**config.mk**
```make
export PLATFORM = sky130hd
export DESIGN_NAME = wdr_top
export DESIGN_NICKNAME = d
export VERILOG_FILES = /design/src/inc/wdr_pkg.sv /design/src/inc/wdr_if.sv /design/src/wdr_counter.sv /design/src/wdr_cause.sv /design/src/wdr_top.sv
export SDC_FILE = /design/constraint.sdc
export NUM_CORES = 1
export LEC_CHECK = 0
export BUFFER_PORTS_ARGS = -buffer_cell sky130_fd_sc_hd__buf_4
export CAP_MARGIN = 25
export CORE_MARGIN = 4
export CORE_UTILIZATION = 30
export DETAILED_ROUTE_END_ITERATION = 7
export GPL_TIMING_DRIVEN = 0
export SLEW_MARGIN = 20
export SYNTH_ARGS = -nofsm -noshare
export SYNTH_HDL_FRONTEND = slang
export SYNTH_HIERARCHICAL = 1
export SYNTH_SLANG_ARGS = --single-unit
export TNS_END_PERCENT = 50
```
**constraint.sdc**
```tcl
create_clock -name clk -period 4.6 [get_ports clk]
set_input_delay 0.23 -clock clk [delete_from_list [all_inputs] [get_ports clk]]
set_output_delay 0.23 -clock clk [all_outputs]
set_load 0.005 [all_outputs]
```
**src/inc/wdr_pkg.sv**
```systemverilog
// package: constants and types of the watchdog with reset-cause recording
// Function
// - watchdog comes up enabled after any reset
// - key 0x55 then 0xAA restarts timeout
// - cause register read-only; writes only service
// - timeout while enabled forces system reset
// - any other key byte resets at once
// - clock select, three timeouts per clock
// - defaults: slow clock, longest timeout
// - windowed: service only in final quarter
// - early service in window mode resets
// - no window when slow clock selected
// - counter init on reset, first option writes
// - timeout field zero disables watchdog
// - bus clock: counter holds in debug/stop
// - slow clock: counter zeroed in debug/stop
// - eight reset sources, seven with flags
package wdr_pkg;
   // register byte offsets
   localparam logic [7:0] OFF_CAUSE = 8'h00;
   localparam logic [7:0] OFF_OPT1 = 8'h04;
   localparam logic [7:0] OFF_OPT2 = 8'h08;
   localparam logic [7:0] OFF_STAT = 8'h0C;
   localparam logic [7:0] OFF_MASK = 8'h10;
   localparam logic [7:0] OFF_COUNT = 8'h14;
   // field positions
   localparam int OPT1_TMO_LSB = 0;
   localparam int OPT2_CLK_BIT = 0;
   localparam int OPT2_WIN_BIT = 1;
   localparam int LOCK_BIT = 7;
   // reset values
   localparam logic [1:0] TMO_RST = 2'h3;
   localparam logic CLK_RST = 1'b0;
   localparam logic WIN_RST = 1'b0;
   // service keys and bus size
   localparam logic [7:0] KEY_FIRST = 8'h55;
   localparam logic [7:0] KEY_SECOND = 8'hAA;
   localparam logic [2:0] SIZE_WORD = 3'h2;
   // counter and timeout lengths in counted cycles
   localparam int CNT_W = 11;
   localparam logic [CNT_W-1:0] TMO_SHORT = 11'h020;
   localparam logic [CNT_W-1:0] TMO_MID = 11'h100;
   localparam logic [CNT_W-1:0] TMO_LONG = 11'h400;
   // reset sources: cause bits 0 power-on .. 6 clock loss
   localparam int NSRC = 7;
   localparam int EXT_W = 6;
   localparam logic [NSRC-1:0] CAUSE_RST = 7'h01;
   localparam int EV_W = 3;
   localparam int SYNC_W = 9;
   typedef enum logic [0:0] {
      KEY_IDLE = 1'b0,
      KEY_ARMED = 1'b1
   } wdr_key_t;
endpackage : wdr_pkg

```
**src/inc/wdr_if.sv**
```systemverilog
// interface: top control to watchdog counter
`timescale 1ns/1ps
interface wdr_if;
   import wdr_pkg::*;
   logic clear;
   logic step;
   logic [CNT_W-1:0] limit;
   logic [CNT_W-1:0] count;
   logic expire;
   logic winOpen;
   modport ctl(output clear, step, limit, input count, expire, winOpen);
   modport cnt(input clear, step, limit, output count, expire, winOpen);
endinterface : wdr_if

```
**src/wdr_counter.sv**
```systemverilog
// watchdog counter with expiry pulse and window flag
`timescale 1ns/1ps
module wdr_counter (
   // clock and reset
   input wire logic clk,
   input wire logic reset,
   // control
   wdr_if.cnt cnt
);
   import wdr_pkg::*;

   typedef struct packed {
      logic [CNT_W-1:0] count;
      logic expire;
   } wdr_cnt_t;

   wdr_cnt_t s_r;
   wdr_cnt_t s_nxt;

   ////////////////////////////////////////////////////////////////
   always_comb begin
      s_nxt = s_r;
      s_nxt.expire = 1'b0;
      if (cnt.clear) begin
         s_nxt.count = '0;
      end else if (cnt.step) begin
         if (s_r.count >= cnt.limit - 1'b1) begin
            s_nxt.count = '0;
            s_nxt.expire = 1'b1;
         end else begin
            s_nxt.count = s_r.count + 1'b1;
         end
      end
   end

   always_ff @(posedge clk or posedge reset) begin
      if (reset) begin
         s_r <= '0;
      end else begin
         s_r <= s_nxt;
      end
   end

   assign cnt.count = s_r.count;
   assign cnt.expire = s_r.expire;
   // final quarter of the period
   assign cnt.winOpen = s_r.count >= cnt.limit - (cnt.limit >> 2);
endmodule : wdr_counter

```
**src/wdr_cause.sv**
```systemverilog
// reset-cause register and system reset pulse
`timescale 1ns/1ps
module wdr_cause (
   // clock and reset
   input wire logic clk,
   input wire logic reset,
   // requests: bit 0 debug forced, bits 1..6 flagged sources
   input wire logic [wdr_pkg::NSRC-1:0] req,
   // results
   output logic [wdr_pkg::NSRC-1:0] cause,
   output logic sysReset
);
   import wdr_pkg::*;

   typedef struct packed {
      logic [NSRC-1:0] cause;
      logic pulse;
   } wdr_cause_t;

   wdr_cause_t s_r;
   wdr_cause_t s_nxt;

   ////////////////////////////////////////////////////////////////
   always_comb begin
      logic found;
      found = 1'b0;
      s_nxt = s_r;
      s_nxt.pulse = 1'b0;
      if (|req) begin
         s_nxt.pulse = 1'b1;
         s_nxt.cause = '0;
         // lowest index wins; debug forced alone leaves all clear
         for (int i = 1; i < NSRC; i++) begin
            if (req[i] && !found) begin
               s_nxt.cause[i] = 1'b1;
               found = 1'b1;
            end
         end
      end
   end

   always_ff @(posedge clk or posedge reset) begin
      if (reset) begin
         s_r <= '{cause: CAUSE_RST, pulse: 1'b0};
      end else begin
         s_r <= s_nxt;
      end
   end

   assign cause = s_r.cause;
   assign sysReset = s_r.pulse;
endmodule : wdr_cause

```
**src/wdr_top.sv**
```systemverilog
// watchdog with reset-cause recording, AHB-Lite register slave
`timescale 1ns/1ps
module wdr_top #(
   parameter logic [wdr_pkg::CNT_W-1:0] BUS_SHORT = wdr_pkg::TMO_SHORT,
   parameter logic [wdr_pkg::CNT_W-1:0] BUS_MID = wdr_pkg::TMO_MID,
   parameter logic [wdr_pkg::CNT_W-1:0] BUS_LONG = wdr_pkg::TMO_LONG,
   parameter logic [wdr_pkg::CNT_W-1:0] SLOW_SHORT = wdr_pkg::TMO_SHORT,
   parameter logic [wdr_pkg::CNT_W-1:0] SLOW_MID = wdr_pkg::TMO_MID,
   parameter logic [wdr_pkg::CNT_W-1:0] SLOW_LONG = wdr_pkg::TMO_LONG
) (
   // clock and reset
   input wire logic clk,
   input wire logic reset,
   // ahb-lite slave
   input wire logic hsel,
   input wire logic [31:0] haddr,
   input wire logic [1:0] htrans,
   input wire logic hwrite,
   input wire logic [2:0] hsize,
   input wire logic [31:0] hwdata,
   input wire logic hready,
   output logic [31:0] hrdata,
   output logic hreadyout,
   output logic hresp,
   // system pins
   input wire logic lowPowerClk,
   input wire logic debugMode,
   input wire logic stopMode,
   input wire logic [wdr_pkg::EXT_W-1:0] resetReqExt,
   output logic systemReset,
   output logic [wdr_pkg::NSRC-1:0] resetCause,
   output logic irq
);
   import wdr_pkg::*;

   typedef struct packed {
      logic [SYNC_W-1:0] syncA;
      logic [SYNC_W-1:0] syncB;
      logic [SYNC_W-1:0] syncC;
      logic wrPend;
      logic [5:0] wrIdx;
      logic [31:0] rdData;
      logic [1:0] tmoSel;
      logic busClk;
      logic winEn;
      logic lock1;
      logic lock2;
      wdr_key_t key;
      logic prevWin;
      logic [EV_W-1:0] stat;
      logic [EV_W-1:0] mask;
      logic irq;
      logic wdogReq;
   } wdr_top_t;

   localparam wdr_top_t ST_RST = '{
      tmoSel: TMO_RST,
      busClk: CLK_RST,
      winEn: WIN_RST,
      key: KEY_IDLE,
      default: '0
   };

   wdr_top_t s_r;
   wdr_top_t s_nxt;
   wdr_if cif();
   logic [NSRC-1:0] srcReq;
   logic [EXT_W-1:0] extRise;
   logic lpTick;
   logic quiet;
   logic windowed;
   logic serviceNow;
   logic initNow;
   logic [EV_W-1:0] events;

   ////////////////////////////////////////////////////////////////
   // counter and cause units
   wdr_counter u_counter (
      .clk(clk),
      .reset(reset),
      .cnt(cif.cnt)
   );

   wdr_cause u_cause (
      .clk(clk),
      .reset(reset),
      .req(srcReq),
      .cause(resetCause),
      .sysReset(systemReset)
   );

   ////////////////////////////////////////////////////////////////
   // timeout lookup per clock source
   function automatic logic [CNT_W-1:0] limitOf(input logic bus, input logic [1:0] sel);
      case (sel)
         2'h1: limitOf = bus ? BUS_SHORT : SLOW_SHORT;
         2'h2: limitOf = bus ? BUS_MID : SLOW_MID;
         2'h3: limitOf = bus ? BUS_LONG : SLOW_LONG;
         default: limitOf = '0;
      endcase
   endfunction : limitOf

   ////////////////////////////////////////////////////////////////
   // synchronised pins, second and third stages only
   assign extRise = s_r.syncB[EXT_W-1:0] & ~s_r.syncC[EXT_W-1:0];
   assign lpTick = s_r.syncB[8] & ~s_r.syncC[8];
   assign quiet = s_r.syncB[6] | s_r.syncB[7];

   // debug forced, pin, watchdog, then remaining external sources
   assign srcReq = {extRise[5:2], s_r.wdogReq, extRise[1:0]};

   assign windowed = s_r.busClk & s_r.winEn & (s_r.tmoSel != 2'h0);

   assign cif.limit = limitOf(s_r.busClk, s_r.tmoSel);
   // slow clock restarts from zero after debug or stop
   assign cif.clear = systemReset | serviceNow | initNow | (!s_r.busClk & quiet);
   // disabled when timeout field is zero; bus clock just holds
   assign cif.step = (s_r.tmoSel != 2'h0) & !quiet & (s_r.busClk | lpTick);

   ////////////////////////////////////////////////////////////////
   always_comb begin
      logic [7:0] keyByte;
      logic [EV_W-1:0] clr;
      logic rdAct;
      keyByte = hwdata[7:0];
      clr = '0;
      rdAct = hsel & hready & htrans[1] & !hwrite;
      serviceNow = 1'b0;
      initNow = 1'b0;
      s_nxt = s_r;
      s_nxt.wdogReq = cif.expire;

      // data phase of a captured write
      if (s_r.wrPend) begin
         case (s_r.wrIdx)
            OFF_CAUSE[7:2]: begin
               // writes never touch the stored cause
               if (keyByte != KEY_FIRST && keyByte != KEY_SECOND) begin
                  s_nxt.wdogReq = 1'b1;
               end else if (windowed && !cif.winOpen) begin
                  s_nxt.wdogReq = 1'b1;
               end else if (keyByte == KEY_FIRST) begin
                  s_nxt.key = KEY_ARMED;
               end else if (s_r.key == KEY_ARMED) begin
                  serviceNow = 1'b1;
                  s_nxt.key = KEY_IDLE;
               end
            end
            OFF_OPT1[7:2]: begin
               if (!s_r.lock1) begin
                  s_nxt.tmoSel = hwdata[OPT1_TMO_LSB +: 2];
                  s_nxt.lock1 = 1'b1;
                  initNow = 1'b1;
               end
            end
            OFF_OPT2[7:2]: begin
               if (!s_r.lock2) begin
                  s_nxt.busClk = hwdata[OPT2_CLK_BIT];
                  s_nxt.winEn = hwdata[OPT2_WIN_BIT];
                  s_nxt.lock2 = 1'b1;
                  initNow = 1'b1;
               end
            end
            OFF_STAT[7:2]: begin
               clr = hwdata[EV_W-1:0];
            end
            OFF_MASK[7:2]: begin
               s_nxt.mask = hwdata[EV_W-1:0];
            end
            default: begin
            end
         endcase
      end

      // events: service done, window opened, option register locked
      events = {initNow, windowed & cif.winOpen & !s_r.prevWin, serviceNow};
      s_nxt.prevWin = cif.winOpen;
      // a new event beats a simultaneous clear
      s_nxt.stat = (s_r.stat & ~clr) | events;
      s_nxt.irq = |(s_nxt.stat & s_nxt.mask);

      // address phase capture; only whole-word writes act
      s_nxt.wrPend = hsel & hready & htrans[1] & hwrite & (hsize == SIZE_WORD);
      s_nxt.wrIdx = haddr[7:2];
      if (rdAct) begin
         s_nxt.rdData = '0;
         if (haddr[31:8] == 24'h00_0000) begin
            case (haddr[7:2])
               OFF_CAUSE[7:2]: s_nxt.rdData[NSRC-1:0] = resetCause;
               OFF_OPT1[7:2]: begin
                  s_nxt.rdData[OPT1_TMO_LSB +: 2] = s_r.tmoSel;
                  s_nxt.rdData[LOCK_BIT] = s_r.lock1;
               end
               OFF_OPT2[7:2]: begin
                  s_nxt.rdData[OPT2_CLK_BIT] = s_r.busClk;
                  s_nxt.rdData[OPT2_WIN_BIT] = s_r.winEn;
                  s_nxt.rdData[LOCK_BIT] = s_r.lock2;
               end
               OFF_STAT[7:2]: s_nxt.rdData[EV_W-1:0] = s_r.stat;
               OFF_MASK[7:2]: s_nxt.rdData[EV_W-1:0] = s_r.mask;
               OFF_COUNT[7:2]: s_nxt.rdData[CNT_W-1:0] = cif.count;
               default: s_nxt.rdData = '0;
            endcase
         end
      end

      // any recorded reset returns the control state to defaults
      if (systemReset) begin
         s_nxt = ST_RST;
      end
      s_nxt.syncA = {lowPowerClk, stopMode, debugMode, resetReqExt};
      s_nxt.syncB = s_r.syncA;
      s_nxt.syncC = s_r.syncB;
   end

   always_ff @(posedge clk or posedge reset) begin
      if (reset) begin
         s_r <= ST_RST;
      end else begin
         s_r <= s_nxt;
      end
   end

   ////////////////////////////////////////////////////////////////
   // zero wait states, always OKAY
   assign hreadyout = 1'b1;
   assign hresp = 1'b0;
   assign hrdata = s_r.rdData;
   assign irq = s_r.irq;
endmodule : wdr_top

```
# Word level (Yosys, flattened, before mapping)
# Cells that the tools add are included.
[totals]
word_cells = 164
register_bits = 102
in_bits = 83
[classes]
n_eq_ne = 20
muxes = 59
n_bitwise = 25
n_lt_le_gt_ge = 2
reduce_logical = 34
addsub = 3
[op_table]
columns = ["operator", "n"]
rows = [
  ["$mux 55", 1],
  ["$mux 1", 37],
  ["$mux 11", 3],
  ["$pmux 11 s3", 1],
  ["$mux 32", 1],
  ["$eq 6x2->1 const B", 4],
  ["$logic_not 24->1", 1],
  ["$ge 11x11->1", 2],
  ["$eq 6x3->1 const B", 3],
  ["$mux 3", 5],
  ["$reduce_bool 2->1", 7],
  ["$and 1x1->1", 13],
  ["$eq 6x1->1 const B", 2],
  ["$logic_not 6->1", 2],
  ["$mux 12", 1],
  ["$pmux 2 s6", 1],
  ["$add 11x1->11 const B", 1],
  ["$sub 11x1->11 const B", 1],
  ["$sub 11x9->11", 1],
  ["$logic_not 1->1", 10],
  ["$eq 8x7->1 const B", 1],
  ["$mux 2", 4],
  ["$ne 2x1->1 const B", 4],
  ["$ne 8x7->1 const B", 1],
  ["22 further kinds", 36],
]

# Longest topological paths before layout
# Gate-level depths: netlist (run 1).
[depth]
depth_word = 23
ltp_mapped = 20
depth_no_buf = 20

# Cells and area by module
# Netlist (run 1), hierarchy kept.
[modules_own_cells]
columns = ["module", "seq_area_each_um2", "cells_per_inst", "area_each_um2", "n_inst"]
rows = [
  ["wdr_top", 1478.9, 256, 2737.6, 1],
  ["wdr_counter", 300.3, 219, 1750.4, 1],
  ["wdr_cause", 201.4, 29, 362.8, 1],
]

# Worst setup path before layout (run 1)
# OpenSTA, ideal clock, no wires.
[synth_timing]
kind = "reg-to-reg"
from = "register s_r[14] (netlist name)"
to = "register u_counter.s_r (netlist bit u_counter/cnt.count[10])"
setup_time_ns = 0.137
path_buffers = 1
synth_period_minus_slack_ns = 3.778
arrival_ns = 3.641
required_ns = 4.463
stages_incl_launch_ff = 19
slack_ns = 0.822
cell_sequence = "dfstp_2 nor2b_1 inv_1 ha_1 o21ai_0 a21o_1 nand2_1 xnor2_1 ha_1 nand4_1 nor3_1 nor4_1 o21ai_0 nor2_1 a2111oi_2 nand3_1 nand2_1 clkbuf_1 o32ai_1"
[synth_via]
elab_chain_len = 14
elab_cells_between_ends = 25
[synth_lines]
columns = ["item", "line_no", "rtl"]
rows = [
  ["start, declared", "wdr_top.sv:64", "wdr_top_t s_r;"],
  ["start signal, assigned", "wdr_top.sv:220", "s_r <= s_nxt;"],
  ["$eq 2x2->1 / $eq 2x1->1 (equally long branches)", "wdr_top.sv:95", "case (sel)"],
  ["$pmux 11 s3 *", "wdr_top.sv:95", ""],
  ["via cif.limit[5]", "wdr_if.sv:7", "logic [CNT_W-1:0] limit;"],
  ["$sub 11x9->11 *", "wdr_counter.sv:47", "assign cnt.winOpen = s_r.count >= cnt.limit - (cnt.limit >> 2);"],
  ["$ge 11x11->1 *", "wdr_counter.sv:47", ""],
  ["via cif.winOpen", "wdr_if.sv:10", "logic winOpen;"],
  ["$logic_not 1->1 *", "wdr_top.sv:140", "end else if (windowed && !cif.winOpen) begin"],
  ["$logic_and 1x1->1 *", "wdr_top.sv:140", ""],
  ["$mux 1 *", "wdr_top.sv:140", ""],
  ["$mux 1 *", "wdr_top.sv:138", "if (keyByte != KEY_FIRST && keyByte != KEY_SECOND) begin"],
  ["$mux 1 *", "wdr_top.sv:135", "case (s_r.wrIdx)"],
  ["$mux 1 *", "wdr_top.sv:134", "if (s_r.wrPend) begin"],
  ["$or 1x1->1 * (3 in series)", "wdr_top.sv:116", "assign cif.clear = systemReset | serviceNow | initNow | (!s_r.busClk & quiet);"],
  ["via cif.clear", "wdr_if.sv:5", "logic clear;"],
  ["$mux 11 / $reduce_bool 2->1 (equally long branches)", "n/a", ""],
  ["end signal, assigned", "wdr_counter.sv:40", "s_r <= s_nxt;"],
  ["end, declared", "wdr_counter.sv:17", "wdr_cnt_t s_r;"],
]
# The timed path passes the listed nets; every way through them passes the cells marked *. The select of a mux whose other input is x is not followed.
# A chain may end at the register's enable or synchronous reset.

# Worst setup path in the final report (run 1)
[layout_timing]
from = "register s_r[14] (netlist name)"
to = "register u_counter.s_r (netlist bit u_counter/cnt.count[9])"
# The elaborated chain is that of the path after synthesis.

==> flow_metrics.tcl, run 1 <==
set metrics [dict create \
    max_freq_ghz 0.2358 \
    crit_chain "nor2b_2, inv_1, ha_1, o21ai_0, a21o_1, nand2_1, xnor2_1, ha_1, nand4_1, nor3_1, nor4_1, o21ai_1, buf_4, nor2_1, a2111oi_4, nand3_1, nand2_1, clkbuf_4, o32ai_1" \
    n_antenna_cell 0 \
    nNetsFinal 769 \
    grt.overflow.total 0 \
    yosysTopAreaCellShare_pct 39.21 \
    r2r-start "s_r[14]$_DFFE_PP1P_" \
    setup_viol 0 \
    rows 46 \
    start_util_pct 30.54 \
    yosys-top-cells-area "dfrtp_1 39%, ha_1 8.5%, buf_4 5.3%" \
    hold_class "in2reg" \
    min_period_over_period_pct 92.21 \
    finalCriticalPeriod_ns 4.242 \
    ys_types 68 \
    powerDensity_mw_per_mm2 269.0 \
    arrival_ns 4.43 \
    root_buffer "clkbuf_16" \
    syn_area_mm2 0.004851 \
    ys_top_cells_by_count "76 x dfrtp_1, 43 x nor2_1, 34 x buf_4, 34 x nand2_1, 33 x ha_1" \
    critPathTopFamily "simple AND/OR/NAND/NOR gates" \
    grt_pass1_wl_um 19930 \
    p_leak_nw 2.916 \
    max_slew_margin_pct 53.09 \
    synth_edf_count 0 \
    core_area_mm2 0.01589 \
    worst-path-buf-inv 3 \
    stdcell_area_mm2 0.006306 \
    avgSynthCellArea_um2 9.625 \
    track_usage_pct 13.40 \
    first_iter_violations 190 \
    yosysWarnings 6 \
    cts_tree "built" \
    rrSetupSlack_ns 0.36 \
    dieHeight_um 135.2 \
    fp.dieArea_mm2 0.01827 \
    final.setup_skew_ns 0.008909 \
    crit_type "reg2reg" \
    maxCapViolCount 0 \
    finalHoldViolations 0 \
    clock_latency_ns 0.33 \
    placed_area_mm2 0.005878 \
    cp.depth 19 \
    synth_ff_type "dfrtp_1" \
    yosys.cell_count.top_type "dfrtp_1" \
    crit_start "s_r[14]$_DFFE_PP1P_" \
    tightestPinTransition_ns 0.7036 \
    drive_gt1_share_pct 22.83 \
    dp.cells 848 \
    endpoint_kind "register" \
    synth-seq-cells 79 \
    ios 126 \
    crit_fanout 10 \
    io_buffers 73 \
    setup_ws_ns 0.3583 \
    rsz0062_at_grt "no" \
    pre_cts_slack_ns -0.3488 \
    rr_endpoint "u_counter/cnt.count[9]$_DFFE_PP0P_" \
    wl_per_cell_um 13.97 \
    syn_to_final_growth_pct 30.00 \
    worstHoldStart "lowPowerClk" \
    first_global_vias 4154 \
    die_width_um 135.2 \
    clock_sinks 79 \
    cts_max_level 3 \
    synth_cells 504 \
    hpwl_um 9650 \
    clk_pin_slew_ns 0.06 \
    slowest_stage "dfstp_2" \
    finalNonFillerCells 873 \
    startpoint_type "register" \
    grt_antenna_before_repair 0 \
    worst_path_largest_cell_delay_ns 0.60 \
    r2r_cells 19 \
    cp_data_required_time_ns 4.79 \
    async_flop_share_pct 100.0 \
    report.final.slew_viol_count 0 \
    firstDrtPassIters 4 \
    yosysTopAreaCell "dfrtp_1" \
    worstHoldEndpoint "s_nxt[72]$_DFF_PP0_" \
    max-vdd-ir-drop_mv 0.1875 \
    grt_max_degree 60 \
    worstHoldPathCells 1 \
    vias 4132 \
    routabilityCongestion 0.8739 \
    wl_um 12200 \
    drc 0 \
    ctsLongestPathBuffers 2 \
    ys_seq_area_share_pct 40.83 \
    vias_per_cell 4.733 \
    run_status "complete, no violations" \
    drt.antenna.violating_nets 0 \
    cts_buffers 9 \
]
-- cells by family after synthesis --
logic type | Yosys count | share of synthesized area (%)
compound gates | 93 | 13.65
buf+inv | 74 | 8.434
simple gates | 188 | 20.97
flops | 79 | 40.83
mux | 14 | 3.430
fa+ha+maj | 34 | 8.925
other cells | 2 | 0.1548
xor+xnor | 20 | 3.611
-- per-layer routing --
layer  vias up  wire length (um)  global-route usage [%]
met5         -                 0                       0
met4         0               166                   4.479
met3        12               691                   1.932
met2       120              6039                   23.45
met1      1997              5300                   17.00
li1       2003                 -                       -
-- area by class of cell --
type | instances | area, um^2
Sequential cell | 79 | 1981
Multi-Input combinational cell | 406 | 2683
Fill cell | 1593 | 9579
Buffer | 46 | 307.8
Tap cell | 216 | 270.3
Timing Repair Buffer | 82 | 635.6
Clock inverter | 7 | 96.34
Inverter | 28 | 107.6
Clock buffer | 9 | 225.2
-- flip-flops by register name (all words and copies together), names as in the netlist --
| register | cells |
|---|---|
| u_cause/cause | 7 |
| u_counter/cnt.expire | 1 |
| hrdata | 11 |
| u_counter/cnt.count | 11 |
| s_r | 29 |
| irq | 1 |
| s_nxt | 18 |
| u_cause/sysReset | 1 |
-- power breakdown --
part	internal, W	switching (W)	leakage (nW)
clock	0.000477	0.000279	0.160
combinational	0.000105	0.000115	1.73
sequential	0.000712	0.00000878	1.03
total	0.00129	0.000402	2.92
-- through the flow --
step | power [W] | setup TNS, ns | utilization [%] | hold WS [ns]
final | 0.001696 | 0 | 39.70 | 0.01108
after CTS | 0.001705 | 0 | 39.56 | 0.0009225
after detailed placement | 0.0009404 | -3.139 | 37.00 | 0.2244
after global placement | 0.0009342 | -2.699 | 36.99 | 0.2045
after floorplan | 0.0008679 | 0 | - | 0.04494
after global routing | 0.001771 | 0 | 39.70 | 0.002755
-- worst max path at each step --
stage,end,slack (ns)
5_1_grt,u_counter/cnt.count[9]$_DFFE_PP0P_,0.02
3_3_place_gp,u_counter/cnt.count[10]$_DFFE_PP0P_,-0.30
4_1_cts,u_counter/cnt.count[9]$_DFFE_PP0P_,0.09
2_1_floorplan,u_counter/cnt.count[10]$_DFFE_PP0P_,0.82
6_report,u_counter/cnt.count[9]$_DFFE_PP0P_,0.36
3_5_place_dp,u_counter/cnt.count[9]$_DFFE_PP0P_,-0.35
-- placed cells by master (no fill, tap or decap), types with 4 or more instances in the layout --
master and count:
nor2b_1 23, xnor2_1 13, clkbuf_16 9, nand2_1 34, a22oi_1 4, nor4_1 7
mux2i_1 11, inv_1 27, dfrtp_1 76, o21ai_0 20, nor3_1 21, conb_1 57
a21oi_1 17, dlygate4sd3_1 8, a21o_1 5, nor4b_1 4, clkbuf_1 7, buf_4 108
xor2_1 7, ha_1 33, a31oi_1 6, nand2b_1 7, nor2_1 43, nand3_1 18
a211o_1 4, nor4bb_1 4, nand4_1 7
-- timing repair --
action / 4_1_cts / 5_1_grt
cloned: 0 / 0
pin swaps: 0 / 1
resized for setup: 3 / 3
setup endpoints to repair: 10 / 11
setup buffers: 0 / 1
hold endpoints to repair: 26 / 0
hold buffers: 8 / 0
(Power assumes the default switching activity.)
==> run 2, diff against run 1 <==
--- a/config.mk
+++ b/config.mk
@@ -7,10 +7,13 @@
 export LEC_CHECK = 0
 export BUFFER_PORTS_ARGS = -buffer_cell sky130_fd_sc_hd__buf_4
 export CAP_MARGIN = 25
+export CELL_PAD_IN_SITES_DETAIL_PLACEMENT = 0
+export CELL_PAD_IN_SITES_GLOBAL_PLACEMENT = 1
 export CORE_MARGIN = 4
 export CORE_UTILIZATION = 30
 export DETAILED_ROUTE_END_ITERATION = 7
 export GPL_TIMING_DRIVEN = 0
+export PLACE_DENSITY_LB_ADDON = 0.1
 export SLEW_MARGIN = 20
 export SYNTH_ARGS = -nofsm -noshare
 export SYNTH_HDL_FRONTEND = slang
==> run 2 against run 1 <==
- maximum frequency grew 1.2%
- sequential share of layout area shrank 0.35 points
- count of clock-buffer cells in the layout grew 1
- cell count grew 0.23%
- power grew 4.9%
- via count shrank 4.0%
- utilization grew 0.45 points
- register-to-register slack gained 0.05 ns
- clock skew shrank 0.0015 ns
- hold slack gained 0.11 ns
- die area is the same
- flip-flop and latch count is the same
- critical endpoint unchanged
- highest routed layer unchanged
==> flow_metrics.tcl, run 2 (same netlist as run 1, synthesis figures left out) <==
set metrics [dict create \
    nNetsFinal 771 \
    vias 3966 \
    slowest_stage "dfstp_2" \
    powerDensity_mw_per_mm2 279.1 \
    syn_to_final_growth_pct 31.47 \
    grt_antenna_before_repair 0 \
    n_antenna_cell 0 \
    wl_um 12210 \
    max-vdd-ir-drop_mv 0.2020 \
    cp_data_required_time_ns 4.81 \
    root_buffer "clkbuf_16" \
    first_iter_violations 150 \
    stdcell_area_mm2 0.006377 \
    drt.antenna.violating_nets 0 \
    grt_pass1_wl_um 19730 \
    holdWs_ns 0.1237 \
    vias_per_cell 4.533 \
    crit_type "reg2reg" \
    io_buffers 73 \
    maxCapViolCount 0 \
    track_usage_pct 13.68 \
    core_area_mm2 0.01589 \
    hpwl_um 9804 \
    startpoint_type "register" \
    worst-path-buf-inv 2 \
    run_status "complete, no violations" \
    die_width_um 135.2 \
    cts_tree "built" \
    finalCriticalPeriod_ns 4.192 \
    final_cell_mix "107 x buf_4, 76 x dfrtp_1, 57 x conb_1, 43 x nor2_1, 34 x nand2_1" \
    arrival_ns 4.40 \
    clock_latency_ns 0.34 \
    setup_viol 0 \
    top_register "s_r" \
    crit_fanout 10 \
    report.final.slew_viol_count 0 \
    hold_class "in2reg" \
    clk_pin_slew_ns 0.06 \
    crit_chain "nor2b_2, inv_1, ha_1, o21ai_0, a21o_1, nand2_1, xnor2_1, ha_1, nand4_1, nor3_1, nor4_1, o21ai_1, nor2_1, a2111oi_4, nand3_1, nand2_1, clkbuf_2, o32ai_1" \
    worst_path_largest_cell_delay_ns 0.59 \
    largest_reg_flops 29 \
    clock_sinks 79 \
    drc 0 \
    routabilityCongestion 0.8068 \
    final.setup_skew_ns 0.007421 \
    setup_ws_ns 0.4079 \
    first_global_vias 3826 \
    grt.overflow.total 0 \
    final_common_cell "buf_4" \
    cts_max_level 3 \
    finalHoldViolations 0 \
    ios 126 \
    endpoint_kind "register" \
    dieHeight_um 135.2 \
    tightestPinTransition_ns 0.5845 \
    wl_per_cell_um 13.96 \
    placed_area_mm2 0.005906 \
    start_util_pct 30.54 \
    post_cts_buffers 0 \
    grt_max_degree 49 \
    critPathTopFamily "simple AND/OR/NAND/NOR gates" \
    p_leak_nw 2.944 \
    ctsLongestPathBuffers 2 \
    drive_gt1_share_pct 22.76 \
    rows 46 \
    fp.dieArea_mm2 0.01827 \
    pre_cts_slack_ns -0.1769 \
    cts_buffers 9 \
    min_period_over_period_pct 91.13 \
    firstDrtPassIters 4 \
    max_slew_margin_pct 60.89 \
    max_freq_ghz 0.2385 \
]
[run 2: changes by cell type in the layout (fill, tap and decap cells not counted), sizes merged]
cell	delta
clkinv	-2
clkbuf	+1
bufinv	+1
dlygate4sd3	+2
[run 2: what timing repair did]
action / 4_1_cts / 5_1_grt
endpoints found under the setup margin: 10 / 12
hold buffers: 10 / 0
resized for setup: 1 / 3
hold endpoints to repair: 39 / 0
[run 2: cell type report]
type | count | area (um^2)
clock buffer | 10 | 239.0
clock inverter | 6 | 116.4
fill | 1628 | 9508
inverter | 28 | 107.6
tap | 216 | 270.3
sequential | 79 | 1981
multi-input combinational | 406 | 2683
timing repair buffer | 84 | 675.6
buffer | 46 | 305.3
[run 2: through the flow]
stage / utilization [%] / TNS (ns) / total power, W / cells
2_1_floorplan: - / 0 / 0.0008679 / 559
3_3_place_gp: 36.99 / -2.055 / 0.0009381 / 848
3_5_place_dp: 37.18 / -1.341 / 0.0009458 / 849
4_1_cts: 40.05 / 0 / 0.001797 / 875
5_1_grt: 40.15 / -0.03140 / 0.001864 / 875
6_report: 40.15 / 0 / 0.001780 / 875
[run 2: final timing paths]
check / startpoint / endpoint / slack, ns / cells past startpoint
worst min register to register: s_nxt[65]$_DFF_PP0_ / s_nxt[56]$_DFF_PP0_ / 0.35 / 0
min in group asynchronous: reset / hrdata[5]$_DFFE_PP0P_ / 0.38 / 3
worst min-delay path: haddr[6] / s_r[52]$_DFF_PP0_ / 0.12 / 2
max in group asynchronous: reset / s_r[14]$_DFFE_PP1P_ / 3.69 / 4
worst max register to register: s_r[14]$_DFFE_PP1P_ / u_counter/cnt.count[9]$_DFFE_PP0P_ / 0.41 / 18
worst max-delay path: s_r[14]$_DFFE_PP1P_ / u_counter/cnt.count[9]$_DFFE_PP0P_ / 0.41 / 18
[run 2: worst register-to-register path, cell delays in order (launching register included)]
cell and delay (ns):
dfstp_2 0.59, nor2b_2 0.26, inv_1 0.09, ha_1 0.32, o21ai_0 0.13, a21o_1 0.21
nand2_1 0.09, xnor2_1 0.13, ha_1 0.32, nand4_1 0.10, nor3_1 0.24, nor4_1 0.10
o21ai_1 0.22, nor2_1 0.14, a2111oi_4 0.41, nand3_1 0.14, nand2_1 0.18, clkbuf_2 0.28
o32ai_1 0.13
[run 2: report_power, final]
group	internal [W]	total, W	switching [W]	leakage [nW]
registers	0.000712	0.000721	0.00000867	1.03
clock network	0.000549	0.000836	0.000287	0.173
logic	0.000108	0.000223	0.000115	1.75
[run 2: routing by layer]
| metal | wire length (um) | track usage (%) | vias to the layer above |
|---|---|---|---|
| li1 | - | - | 2009 |
| met1 | 5605 | 18.78 | 1870 |
| met2 | 6057 | 22.51 | 75 |
| met3 | 420 | 2.526 | 12 |
| met4 | 128 | 3.247 | 0 |
| met5 | 0 | 0 | - |
